<file path="src/verilog/branch_skip_regs.svh">
// Purpose: constants for the conditional branch and skip unit
// Assumes: 16-bit word program counter, 8-bit status flags, one clock
// Notes: flag positions follow the usual I T H S V N Z C layout
`ifndef BRANCH_SKIP_REGS_SVH
`define BRANCH_SKIP_REGS_SVH
`define FLAG_C 3'h0
`define FLAG_Z 3'h1
`define FLAG_N 3'h2
`define FLAG_V 3'h3
`define FLAG_S 3'h4
`define FLAG_H 3'h5
`define FLAG_T 3'h6
`define FLAG_I 3'h7
`define PC_RESET 16'h0000
`define PC_STEP 16'h0001
`define PC_SKIP1 16'h0002
`define PC_SKIP2 16'h0003
`define CYC_ONE 2'h1
`define CYC_TWO 2'h2
`define CYC_THREE 2'h3
`define WAIT_DONE 2'h0
`define WAIT_STEP 2'h1
`endif

</file>
<file path="src/verilog/branch_skip_pkg.sv">
// Purpose: types for the conditional branch and skip unit
// Assumes: operation code is decoded upstream into op_t
// Notes: op_none means the instruction is not of this group
package branch_skip_pkg;
    typedef enum logic [4:0] {
        op_none,
        skip_reg_bit_set,
        skip_io_bit_clear,
        skip_io_bit_set,
        branch_flag_set,
        branch_flag_clear,
        branch_equal,
        branch_not_equal,
        branch_carry_set,
        branch_carry_clear,
        branch_same_or_higher,
        branch_lower,
        branch_minus,
        branch_plus,
        branch_signed_ge,
        branch_signed_lt,
        branch_half_carry_set,
        branch_half_carry_clear,
        branch_transfer_bit_set
    } op_t;
endpackage

</file>
<file path="src/verilog/branch_cond_eval.sv">
// Purpose: combinational condition test for branches and skips
// Assumes: flags and operands are stable for the issue cycle
// Notes: pure logic, no state; flags are only read, never written
`include "branch_skip_regs.svh"
module branch_cond_eval
    import branch_skip_pkg::*;
(
    input wire op_t op,
    input wire logic [7:0] status_flags,
    input wire logic [7:0] reg_value,
    input wire logic [7:0] io_value,
    input wire logic [2:0] bit_sel,
    output logic is_skip,
    output logic is_branch,
    output logic cond_true
);
    // Condition per operation, from a status flag, a register bit or an I/O bit
    always_comb begin
        is_skip = 1'h0;
        is_branch = 1'h1;
        cond_true = 1'h0;
        unique case (op)
            op_none: is_branch = 1'h0;
            skip_reg_bit_set: begin
                is_skip = 1'h1;
                is_branch = 1'h0;
                cond_true = reg_value[bit_sel];
            end
            skip_io_bit_clear: begin
                is_skip = 1'h1;
                is_branch = 1'h0;
                cond_true = ~io_value[bit_sel];
            end
            skip_io_bit_set: begin
                is_skip = 1'h1;
                is_branch = 1'h0;
                cond_true = io_value[bit_sel];
            end
            branch_flag_set: cond_true = status_flags[bit_sel];
            branch_flag_clear: cond_true = ~status_flags[bit_sel];
            branch_equal: cond_true = status_flags[`FLAG_Z];
            branch_not_equal: cond_true = ~status_flags[`FLAG_Z];
            branch_carry_set, branch_lower: cond_true = status_flags[`FLAG_C];
            branch_carry_clear: cond_true = ~status_flags[`FLAG_C];
            branch_same_or_higher: cond_true = ~status_flags[`FLAG_C];
            branch_minus: cond_true = status_flags[`FLAG_N];
            branch_plus: cond_true = ~status_flags[`FLAG_N];
            branch_signed_ge: cond_true = ~(status_flags[`FLAG_N] ^ status_flags[`FLAG_V]);
            branch_signed_lt: cond_true = status_flags[`FLAG_N] ^ status_flags[`FLAG_V];
            branch_half_carry_set: cond_true = status_flags[`FLAG_H];
            branch_half_carry_clear: cond_true = ~status_flags[`FLAG_H];
            branch_transfer_bit_set: cond_true = status_flags[`FLAG_T];
            default: is_branch = 1'h0; // Unused codes are not of this group
        endcase
    end
endmodule

</file>
<file path="src/verilog/branch_skip_unit.sv">
// Purpose: program counter update and cycle timing for conditional branches and skips
// Assumes: issue may stay high until done; an issue while busy is high is ignored
// Notes: status flags are inputs only, so this unit cannot alter them
// Notes: every result except done of a taken instruction shows on the accepting edge, straight from a register
// Notes: pc arithmetic wraps modulo the program counter width
// Notes: one always_ff per register concern, so each output has a single owner
`include "branch_skip_regs.svh"
module branch_skip_unit
    import branch_skip_pkg::*;
#(
    parameter int PC_W = 16,
    parameter int OFS_W = 7
) (
    input wire logic mclk,
    input wire logic reset_n,
    input wire logic issue,
    input wire op_t op,
    input wire logic [PC_W-1:0] pc_in,
    input wire logic [OFS_W-1:0] offset,
    input wire logic [2:0] bit_sel,
    input wire logic [7:0] status_flags,
    input wire logic [7:0] reg_value,
    input wire logic [7:0] io_value,
    input wire logic next_is_two_word,
    output logic [PC_W-1:0] pc_out,
    output logic pc_load,
    output logic taken,
    output logic busy,
    output logic done
);
    // Controller states: st_wait holds every cycle after the first one of a taken instruction
    typedef enum logic [1:0] {st_idle, st_wait} state_t;

    // Sequencing state
    state_t state_r;
    logic [1:0] wait_r;

    // Registered results; the output ports are plain copies of these
    logic [PC_W-1:0] pc_r;
    logic load_r;
    logic taken_r;
    logic busy_r;
    logic done_r;

    // Evaluator results for the operation presented this cycle
    logic is_skip;
    logic is_branch;
    logic cond_true;

    // Decoded request terms and next values
    logic accept;
    logic start_wait;
    logic [1:0] cycles;
    logic [1:0] wait_nxt;
    logic [PC_W-1:0] pc_nxt;

    // Sign-extend the word displacement; k counts words, so it is added unshifted
    function automatic logic [PC_W-1:0] sext_ofs(input logic [OFS_W-1:0] k);
        return {{(PC_W-OFS_W){k[OFS_W-1]}}, k};
    endfunction

    // Target of a taken relative branch: pc + k + 1, wrapping at the top of program memory
    function automatic logic [PC_W-1:0] rel_target(input logic [PC_W-1:0] pc, input logic [OFS_W-1:0] k);
        return pc + sext_ofs(k) + PC_W'(`PC_STEP);
    endfunction

    // Address past the skipped instruction; a two-word follower needs one word more
    function automatic logic [PC_W-1:0] skip_target(input logic [PC_W-1:0] pc, input logic two_word);
        return pc + (two_word ? PC_W'(`PC_SKIP2) : PC_W'(`PC_SKIP1));
    endfunction

    // Total cycles of one instruction of the group, issue cycle included;
    // only a met condition costs more than one
    function automatic logic [1:0] cycle_count(input logic skip, input logic cond, input logic two_word);
        logic [1:0] n;
        if (!cond)
            n = `CYC_ONE;
        else if (skip && two_word)
            n = `CYC_THREE;
        else
            n = `CYC_TWO;
        return n;
    endfunction

    // Condition test; kept apart so the decode can be reused by a later pipeline stage
    // without pulling in the counter logic
    branch_cond_eval u_eval (
        .op(op),
        .status_flags(status_flags),
        .reg_value(reg_value),
        .io_value(io_value),
        .bit_sel(bit_sel),
        .is_skip(is_skip),
        .is_branch(is_branch),
        .cond_true(cond_true)
    );

    // Accept only from idle; an issue during the extra cycles is dropped, not queued
    assign accept = (state_r == st_idle) && issue && (is_skip || is_branch);

    // Only a met condition leads into wait states
    assign start_wait = accept && cond_true;

    // Cycles of the presented instruction
    assign cycles = cycle_count(is_skip, cond_true, next_is_two_word);

    // The first wait cycle is st_wait itself, so the counter holds only the cycles beyond it;
    // for a failed condition the value is meaningless and is never loaded
    assign wait_nxt = cycles - `CYC_TWO;

    // New pc: relative target, skip distance, or next word;
    // the flags are read here and nowhere written
    always_comb begin
        if (is_branch && cond_true)
            pc_nxt = rel_target(pc_in, offset);
        else if (is_skip && cond_true)
            pc_nxt = skip_target(pc_in, next_is_two_word);
        else
            pc_nxt = pc_in + PC_W'(`PC_STEP);
    end

    // Timing of one instruction, counted from the accepting edge:
    //   condition false: pc_load and done together, one cycle in all
    //   taken branch or one-word skip: busy for one cycle, then done
    //   two-word skip: busy for two cycles, then done
    // The caller keeps its request parked until done; an issue seen while busy is ignored,
    // which is cheaper than a request queue and matches a core that stalls its fetch.
    // Controller state; a taken instruction parks in st_wait until its last cycle
    always_ff @(posedge mclk) begin
        if (!reset_n) begin
            state_r <= st_idle;
        end else begin
            unique case (state_r)
                st_idle: begin
                    if (start_wait)
                        state_r <= st_wait;
                end
                st_wait: begin
                    if (wait_r == `WAIT_DONE)
                        state_r <= st_idle;
                end
            endcase
        end
    end

    // Extra cycle counter: loaded on a taken issue, counted down in st_wait;
    // it rests at zero so a stray wait state can never run long
    always_ff @(posedge mclk) begin
        if (!reset_n) begin
            wait_r <= `WAIT_DONE;
        end else if (start_wait) begin
            wait_r <= wait_nxt;
        end else if (state_r == st_wait && wait_r != `WAIT_DONE) begin
            wait_r <= wait_r - `WAIT_STEP;
        end
    end

    // Busy covers every cycle after the issue cycle of a taken instruction;
    // it falls on the same edge as done rises, so the next issue may follow at once
    always_ff @(posedge mclk) begin
        if (!reset_n) begin
            busy_r <= 1'h0;
        end else if (start_wait) begin
            busy_r <= 1'h1;
        end else if (state_r == st_wait && wait_r == `WAIT_DONE) begin
            busy_r <= 1'h0;
        end
    end

    // Done marks the last cycle: at once when the condition fails,
    // otherwise when the wait counter has run out
    always_ff @(posedge mclk) begin
        if (!reset_n) begin
            done_r <= 1'h0;
        end else if (state_r == st_idle) begin
            done_r <= accept && !cond_true;
        end else begin
            done_r <= (wait_r == `WAIT_DONE);
        end
    end

    // New pc is captured on the accepting edge and stands until the next accepted issue;
    // a refused issue leaves it alone
    always_ff @(posedge mclk) begin
        if (!reset_n) begin
            pc_r <= PC_W'(`PC_RESET);
        end else if (accept) begin
            pc_r <= pc_nxt;
        end
    end

    // Load strobe: one cycle, on the edge after acceptance, for every instruction
    // of the group, taken or not, so the fetch side never has to infer pc + 1
    always_ff @(posedge mclk) begin
        if (!reset_n) begin
            load_r <= 1'h0;
        end else begin
            load_r <= accept;
        end
    end

    // Condition result of the last accepted instruction;
    // held as a level so a slow consumer can still read it after done
    always_ff @(posedge mclk) begin
        if (!reset_n) begin
            taken_r <= 1'h0;
        end else if (accept) begin
            taken_r <= cond_true;
        end
    end

    // Flags are inputs only: there is no path back into the status register,
    // so every instruction of the group leaves the flags as they were
    // Outputs straight from their registers
    assign pc_out = pc_r;
    assign pc_load = load_r;
    assign taken = taken_r;
    assign busy = busy_r;
    assign done = done_r;
endmodule
</file>
<file path="config.mk">
export PLATFORM = sky130hd
export DESIGN_NAME = branch_skip_unit
export DESIGN_NICKNAME = d
export VERILOG_FILES = /design/src/verilog/branch_skip_pkg.sv /design/src/verilog/branch_cond_eval.sv /design/src/verilog/branch_skip_unit.sv
export VERILOG_INCLUDE_DIRS = /design/src /design/src/verilog
export SDC_FILE = /design/constraint.sdc
export NUM_CORES = 1
export LEC_CHECK = 0
export ABC_AREA = 1
export BUFFER_PORTS_ARGS = -buffer_cell sky130_fd_sc_hd__buf_2
export CAP_MARGIN = 0
export CORE_ASPECT_RATIO = 1.1
export CORE_MARGIN = 2
export CORE_UTILIZATION = 45
export DETAILED_ROUTE_END_ITERATION = 8
export PLACE_DENSITY = 0.75
export SLEW_MARGIN = 10
export SYNTH_ARGS = -nofsm -noshare
export SYNTH_HDL_FRONTEND = slang
export SYNTH_HIERARCHICAL = 1
export SYNTH_SLANG_ARGS = --single-unit
</file>
<file path="constraint.sdc">
create_clock -name mclk -period 2.9 [get_ports mclk]
set_clock_uncertainty 0.05 [all_clocks]
set_input_delay 0.29 -clock mclk [delete_from_list [all_inputs] [get_ports mclk]]
set_output_delay 0.29 -clock mclk [all_outputs]
set_load 0.005 [all_outputs]
</file>
; Word-level counts from Yosys, hierarchy flattened
; Index checks and enable logic that the tools add are counted.
; W data, S select, Z words.
[word_totals]
reg_bits = 24
elab_cells = 86
out_inout_bits = 20
input_bits = 59
[classes]
n_reduce_logical = 21
eq_ne = 21
order_cmp = 1
bitwise_logic = 8
addsub = 6
n_mux = 22
[op_table]
columns = cell, n
row1 = $eq A5 B4 Y1 const B, 8
row2 = $add A16 B1 Y16 const B, 2
row3 = $mux W16, 2
row4 = $eq A5 B3 Y1 const B, 4
row5 = $add A16 B16 Y16, 1
row6 = $add A16 B2 Y16, 1
row7 = $pmux W1 S16, 1
row8 = $eq A5 B5 Y1 const B, 3
row9 = $reduce_or A15 Y1, 1
row10 = $eq A5 B2 Y1 const B, 2
row11 = $mux W1, 10
row12 = $mux W2, 5
row13 = $bmux W1 S3, 3
row14 = $logic_and A1 B1 Y1, 9
row15 = $not A1 Y1, 7
row16 = $reduce_bool A2 Y1, 3
row17 = $eq A5 B1 Y1 const B, 1
row18 = $logic_not A2 Y1, 2
row19 = $lt A3 B4 Y1 const B, 1
row20 = $ne A2 B2 Y1 const B, 2
row21 = $pmux W2 S2, 1
row22 = $reduce_or A2 Y1, 2
row23 = $reduce_or A3 Y1, 1
row24 = $eq A2 B1 Y1 const B, 1
row25 = other kinds (6), 6

; Depth between registers and ports, before layout
; Gate-level depths: netlist of the first run.
[depth]
word_depth = 8
depth_mapped = 26
depth_no_buf = 26

; Cells and area by module
; Netlist of the first run, hierarchy kept.
[by_module_without_submodules]
columns = mod, seq_area_each_um2, area_per_inst_um2, cells_per_inst, instances
row1 = branch_skip_unit, 460.4, 2260.9, 387, 1
row2 = branch_cond_eval, 0.0, 558.0, 133, 1

; Worst setup path after synthesis of the first run
; No wires, ideal clock.
[synth_path]
path_type = input-to-reg
startpoint = in bit_sel[0]
endpoint = reg pc_r[10], in the netlist pc_out[10]
slack_ns = 0.322
stages = 24
arrival_time_ns = 2.394
n_path_buf = 1
cell_sequence = buf_4 > nand2_1 > nand3_1 > nand3_1 > nand2_1 > nand2_1 > nand2_1 > nor2_1 > nand2_1 > nand2_1 > or2_2 > ha_1 > inv_1 > fa_1 > inv_1 > nand3_1 > inv_1 > nand2_1 > o21ai_0 > nand3_1 > nand2_1 > inv_1 > nand2_1 > a21oi_1
[synth_via]
elab_chain_len = 7
[synth_rtl]
columns = item, line_no
row1 = start: declaration, branch_skip_unit.sv:20  ; input wire logic [2:0] bit_sel,
row2 = "$bmux W1 S3, on equally long branches", -
row3 = "$mux W1, on equally long branches", -
row4 = "$not A1 Y1, on equally long branches", "branch_cond_eval.sv:40, branch_cond_eval.sv:32"
row5 = $pmux W1 S16 (*), branch_cond_eval.sv:22  ; unique case (op)
row6 = net cond_true, branch_skip_unit.sv:48  ; logic cond_true;
row7 = $logic_and A1 B1 Y1, branch_skip_unit.sv:116  ; else if (is_skip && cond_true)
row8 = $mux W16, branch_skip_unit.sv:116
row9 = $mux W16 (*), branch_skip_unit.sv:114  ; if (is_branch && cond_true)
row10 = end signal: assignment, branch_skip_unit.sv:186  ; pc_r <= PC_W'(`PC_RESET);
row11 = end signal: assignment, branch_skip_unit.sv:188  ; pc_r <= pc_nxt;
row12 = end: declaration, branch_skip_unit.sv:39  ; logic [PC_W-1:0] pc_r;
; The timed path passes the listed nets; every way through them passes the cells marked *. The select of a mux whose other input is x is not followed.
; A chain may end at the register's enable or synchronous reset.

; Worst setup path in the final report of the first run
[layout_path]
startpoint = in bit_sel[0]
endpoint = reg pc_r[14], in the netlist pc_out[14]
; Same word-level chain as after synthesis.

==> run_results.csv, run 1 <==
group,metric,value,unit
layout,fill_cells,646,
route,dr.pass1.iters,4,
placement,hpwl,6.66,mm
layout,nets,681,
logic_synthesis,synth_top_cell_by_area,"nand2_1",
clock_network,cts_resized,0,
layout,area_delta_synth_final,20.0,%
logic_synthesis,syn_area,0.00282,sq mm
timing,clock.fmax,388,MHz
setup_path,criticalPathCategory,"input pin to flip-flop",
clock_network,cts_setup_buffers,0,
setup_path,worst-path-max-fanout,10,
layout,multi_input_area,0.00199,sq mm
pwr,powerDensity,300,mW/mm^2
clock_network,clk_latency,0.28,ns
placement,dpl_worst_slack,-0.0739,ns
route,vias,3451,
clock_network,cts_buffers,3,
grt,track_usage,0.243,
clock_network,cts_root_buf,"clkbuf_8",
timing,worst_pin_slew,0.405,ns
timing,layout_setup_ws,0.320,ns
hold_path,min_path_type,"input pin to flip-flop",
layout,layout_commonest_cell,"nand2_1",
setup_path,worst-endpoint-arrival,2.69,ns
logic_synthesis,ys_seq_elements,23,
setup_path,regToRegSetupSlack,1.54,ns
clock_network,cts.sinks,23,
floorplanning,coreArea,0.00612,sq mm
route,wl_per_cell,12.0,microns
placement,port_buffers,78,
floorplanning,die_x,79.5,microns
layout,diodes,0,
placement,gp_congestion,0.895,
pwr,seq_power_share,0.345,
logic_synthesis,async_flop_share,0,
route,wirelength,8.19,mm
layout,layout.area.seq,460,sq um
route,drt_iter0_markers,171,
grt,grt_start_max_net_pins,25,
timing,relSlewSlack,0.730,
floorplanning,die_h,87.0,microns
floorplanning,rows,30,
route,ant_nets,0,
layout,stdcell_count,681,
logic_synthesis,ys.flop_type,"dfxtp_1",
grt,grt_pass1_wl,13.7,mm
clock_network,htree_num_levels,1,
floorplanning,start_util,0.461,
clock_network,clk_path_buf_depth,2,
logic_synthesis,avgSynthCellArea,5.42,sq um
floorplanning,die-area,0.00691,sq mm
pwr,swShare,0.402,
timing,fin_hold_ws,0.314,ns
pwr,p_clk_frac,0.216,
job,cap_violations,0,
logic_synthesis,ys_seq_area_frac,0.163,
setup_path,cp_slowest_cell,"fa_1",
logic_synthesis,synth_edf_count,0,
timing,finalHoldViolCount,0,
setup_path,max_stage_delay,0.37,ns
route,drc,0,
clock_network,path_clk_slew,0.09,ns
grt,antenna_found_initial,0,
status,status,"completed",
logic_synthesis,syn_inst,520,
logic_synthesis,synth_nets,599,
pwr,p_int,0.000608,W
pwr,power.combinational.fraction,0.439,
pwr,power.switching,0.000408,W
logic_synthesis,yosys.area.top_type_share,0.237,
setup_path,endpoint_kind,"flip-flop",
timing,maxSlewViolCount,0,
setup_path,required,3.01,ns
clock_network,cts_tree,"done",
timing,fin_crit,2.58,ns
pwr,p_leak,1.93,nW
floorplanning,pin_count,79,
setup_path,cpMostUsedCell,"nand2_1",
layout,mostFrequentLayoutCells,"177 x nand2_1, 81 x inv_1, 76 x buf_2",
logic_synthesis,synth_cell_type_count,35,
timing,layout_worst_path_cycle_share,0.890,
grt,grt-ovfl-total,0,
clock_network,cts_hold_buffers,0,
logic_synthesis,synth_area_leaders,"nand2_1 24%, dfxtp_1 16%, inv_1 11%, nand3_1 10%, ha_1 8.0%",
layout,layout-drive-gt1-share,0.175,
route,vias_per_cell,5.07,
grt,grt_pass1_vias,3247,
pwr,peakVddDrop,0.186,mV
timing,finalSetupViolCount,0,
setup_path,start_kind,"input pin",
placement,place_inst,677,
logic_synthesis,ys_warn_count,6,
[critical path, delay by kind of cell]
kind	cells	cell delay, ns
compound gates	1	0.06
fa+ha+maj	2	0.53
buf+inv	5	0.50
simple gates	17	1.32
[metal layers]
| layer | GRT usage | up-vias | share of wire |
|---|---|---|---|
| met5 | 0 | - | 0 |
| met4 | 0.0925 | 0 | 0.023 |
| met3 | 0.0176 | 17 | 0.057 |
| met2 | 0.449 | 99 | 0.50 |
| met1 | 0.289 | 1530 | 0.42 |
| li1 | - | 1805 | - |
[cell usage after synthesis (3+ instances only)]
master	n
inv_1	83
xor2_1	7
a21oi_1	31
nor3_1	7
inv_2	3
o211ai_1	3
nand4_1	4
nand3_1	57
ha_1	18
nand2_1	178
nor2_1	51
dfxtp_1	23
o21ai_0	19
buf_2	5
[final timing paths]
| path | start | endpoint | cells after the start |
|---|---|---|---|
| max | bit_sel[0] | pc_out[14] | 25 |
| min | next_is_two_word | wait_r[0] | 3 |
| max reg2reg | state_r[0] | pc_out[2] | 5 |
| min reg2reg | pc_out[15] | pc_out[15] | 2 |
[area by class of cell]
type,instances,share of cell area
Clock buffer,3,0.0122
Clock inverter,1,0.00148
Inverter,88,0.0984
Multi-Input combinational cell,400,0.587
Sequential cell,23,0.136
Tap cell,80,0.0296
Timing Repair Buffer,86,0.135
[registers in the layout, summed over array words and instances, names as in the netlist]
signal and flops:
done 1, state_r 1, wait_r 2, pc_load 1
taken 1, busy 1, pc_out 16
[stage by stage]
stage,cell area [sq um],util,power (W),setup TNS [ns]
after floorplan,2820,-,0.000640,0
after global placement,3320,0.542,0.000792,0
after detailed placement,3320,0.542,0.000797,-0.0983
after CTS,3360,0.550,0.00101,0
after global routing,3380,0.553,0.00110,-0.00191
final,3380,0.553,0.00102,0
[cell families (layout without fill, tap and decap cells)]
family / Yosys count / count (layout) / synth area share
simple gates: 309 / 309 / 0.458
buf+inv: 97 / 178 / 0.135
compound gates: 63 / 63 / 0.124
flops: 23 / 23 / 0.163
fa+ha+maj: 20 / 20 / 0.0941
xor+xnor: 8 / 8 / 0.0249
[power by group through the flow]
stage          clock [W]  combinational, W  sequential [W]
2_1_floorplan          0          0.000282        0.000359
3_3_place_gp           0          0.000435        0.000357
3_5_place_dp           0          0.000439        0.000357
4_1_cts         0.000222          0.000442        0.000350
5_1_grt         0.000233          0.000510        0.000353
6_report        0.000220          0.000446        0.000350
Power figures use the tool's default switching activity.
==> run 2, diff against run 1 <==
- SYNTH_HIERARCHICAL: 1 -> default
==> run_results.csv, run 2 <==
group,metric,value,unit
pwr,powerDensity,297,mW/mm^2
job,cap_violations,0,
layout,multi_input_area,0.00206,sq mm
pwr,p_leak,1.97,nW
logic_synthesis,async_flop_share,0,
hold_path,min_path_cells,3,
timing,fin_hold_ws,0.282,ns
setup_path,regToRegSetupSlack,1.35,ns
timing,maxSlewViolCount,0,
setup_path,rr_startpoint,"state_r[0]",
clock_network,cts.sinks,23,
logic_synthesis,ys_seq_elements,23,
pwr,peakVddDrop,0.209,mV
route,ant_nets,0,
logic_synthesis,ys.flop_type,"dfxtp_1",
timing,worst_pin_slew,0.487,ns
setup_path,worst-endpoint-arrival,2.77,ns
timing,relSlewSlack,0.675,
floorplanning,coreArea,0.00612,sq mm
logic_synthesis,yosys.area.top_type_share,0.181,
clock_network,clk_path_buf_depth,2,
clock_network,cts_tree,"done",
grt,antenna_found_initial,0,
layout,layout.area.seq,460,sq um
grt,grt_pass1_vias,2909,
logic_synthesis,syn_inst,493,
logic_synthesis,synth_cell_type_count,36,
hold_path,min_path_type,"input pin to flip-flop",
floorplanning,rows,30,
setup_path,required,3.01,ns
placement,hpwl,6.07,mm
layout,fill_cells,635,
timing,layout_worst_path_cycle_share,0.915,
route,wl_per_cell,11.4,microns
layout,layout_commonest_cell,"nand2_1",
grt,track_usage,0.220,
timing,clock.fmax,377,MHz
logic_synthesis,synth_edf_count,0,
pwr,power.total,0.00103,W
logic_synthesis,synth_top_cell_by_area,"nand2_1",
clock_network,clk_latency,0.26,ns
clock_network,htree_num_levels,1,
placement,dpl_worst_slack,-0.0654,ns
clock_network,path_clk_slew,0.08,ns
setup_path,reg2reg_depth,8,
logic_synthesis,synth_common_cells,"137 x nand2_1, 72 x nand3_1, 68 x nor2_1, 63 x inv_1, 23 x dfxtp_1",
route,vias,3291,
timing,fin_setup_tns,0,ns
route,dr.pass1.iters,4,
placement,port_buffers,78,
logic_synthesis,synth_area_leaders,"nand2_1 18%, dfxtp_1 16%, nand3_1 13%, nor2_1 9.0%, inv_1 8.3%",
layout,area_delta_synth_final,22.0,%
layout,final_util,0.566,
layout,layout-drive-gt1-share,0.218,
layout,largest_reg_flops,16,
placement,gp_congestion,0.919,
timing,fin_crit,2.65,ns
logic_synthesis,avgSynthCellArea,5.76,sq um
clock_network,cts_root_buf,"clkbuf_8",
setup_path,endpoint_kind,"flip-flop",
setup_path,rr_endpoint,"wait_r[0]",
logic_synthesis,ys_seq_area_frac,0.162,
floorplanning,die_x,79.7,microns
logic_synthesis,synth_nets,572,
floorplanning,die-area,0.00696,sq mm
setup_path,worst-path-max-fanout,6,
route,drt_iter0_markers,120,
grt,grt-ovfl-total,0,
route,wirelength,7.54,mm
setup_path,criticalPathCategory,"input pin to flip-flop",
logic_synthesis,ys_warn_count,0,
floorplanning,pin_count,79,
grt,grt_start_max_net_pins,37,
status,status,"completed",
floorplanning,start_util,0.464,
floorplanning,die_h,87.3,microns
setup_path,start_kind,"input pin",
logic_synthesis,yosysMostFrequentCell,"nand2_1",
timing,layout_setup_ws,0.246,ns
grt,grt_pass1_wl,12.7,mm
timing,finalHoldViolCount,0,
hold_path,worstHoldEndpoint,"taken",
route,drc,0,
hold_path,hp-start,"reset_n",
route,vias_per_cell,4.97,
layout,nets,662,
layout,mostFrequentLayoutCells,"137 x nand2_1, 77 x buf_2, 70 x nand3_1",
layout,diodes,0,
clock_network,cts_buffers,3,
timing,finalSetupViolCount,0,
logic_synthesis,syn_area,0.00284,sq mm
clock_network,cts_hold_buffers,0,
run 2: changes by cell type after synthesis, sizes merged, moves of 3 or more:
| cell | previous run | this run |
|---|---|---|
| a21boi | 0 | 3 |
| a21oi | 32 | 20 |
| inv | 86 | 68 |
| nand2 | 179 | 141 |
| nand3 | 57 | 75 |
| nor2 | 53 | 71 |
| o21ai | 19 | 15 |
| or2 | 5 | 0 |
| xnor2 | 1 | 4 |
| xor2 | 7 | 19 |
run 2: repair_timing:
action,CTS,global route
setup buffers,0,3
gates resized for setup,0,11
hold endpoints to repair,0,0
setup endpoints to repair,0,4
run 2: worst max-delay path, cell delays in order:
cell,delay [ns]
buf_2,0.13
nor2_1,0.26
nand3_1,0.12
o21ai_1,0.14
nor2_1,0.05
nand2_1,0.10
nor2_4,0.05
a21oi_2,0.16
nand2_1,0.08
ha_2,0.19
fa_2,0.36
nand3_2,0.08
nor2_1,0.05
nand2_1,0.09
nor2_2,0.06
nand4_1,0.10
nor2_1,0.07
xor2_1,0.15
nand2_1,0.05
nand3_1,0.06
nand2_1,0.08
inv_1,0.03
run 2: layout make-up:
cell class,count,share of cell area
clock buffers,4,0.0130
inverters,70,0.0770
multi-input cells,389,0.595
flip-flops and latches,23,0.133
well taps,80,0.0289
repair buffers,96,0.154
run 2: power by group:
part / internal [W] / switching, W
clock network: 0.0000978 / 0.0000939
registers: 0.000340 / 0.0000114
logic: 0.000191 / 0.000295
run 2: routing by layer:
| metal | vias to the layer above | track usage | part of all wire |
|---|---|---|---|
| met5 | - | 0 | 0 |
| met2 | 79 | 0.367 | 0.46 |
| li1 | 1748 | - | - |
| met4 | 0 | 0.0502 | 0.010 |
| met1 | 1456 | 0.309 | 0.49 |
| met3 | 8 | 0.0135 | 0.040 |
run 2: worst max path at each step:
stage | from | to | slack, ns | depth (start not counted)
floorplan | bit_sel[1] | pc_out[14] | 0.11 | 23
global placement | op[4] | pc_out[14] | -0.005 | 24
detailed placement | op[1] | pc_out[14] | -0.07 | 22
CTS | op[1] | pc_out[14] | 0.20 | 22
global route | bit_sel[0] | pc_out[14] | -0.03 | 25
finish | op[1] | pc_out[14] | 0.25 | 22
run 2: metrics by stage:
step / cells / area (sq um)
3_3_place_gp: 655 / 3360
4_1_cts: 659 / 3410
3_5_place_dp: 655 / 3360
2_1_floorplan: 493 / 2840
6_report: 662 / 3460
5_1_grt: 662 / 3460
run 2: cell families after synthesis:
kind of cell / synth area share
simple gates: 0.467
buf+inv: 0.121
compound gates: 0.0855
xor+xnor: 0.0710
flops: 0.162
fa+ha+maj: 0.0935
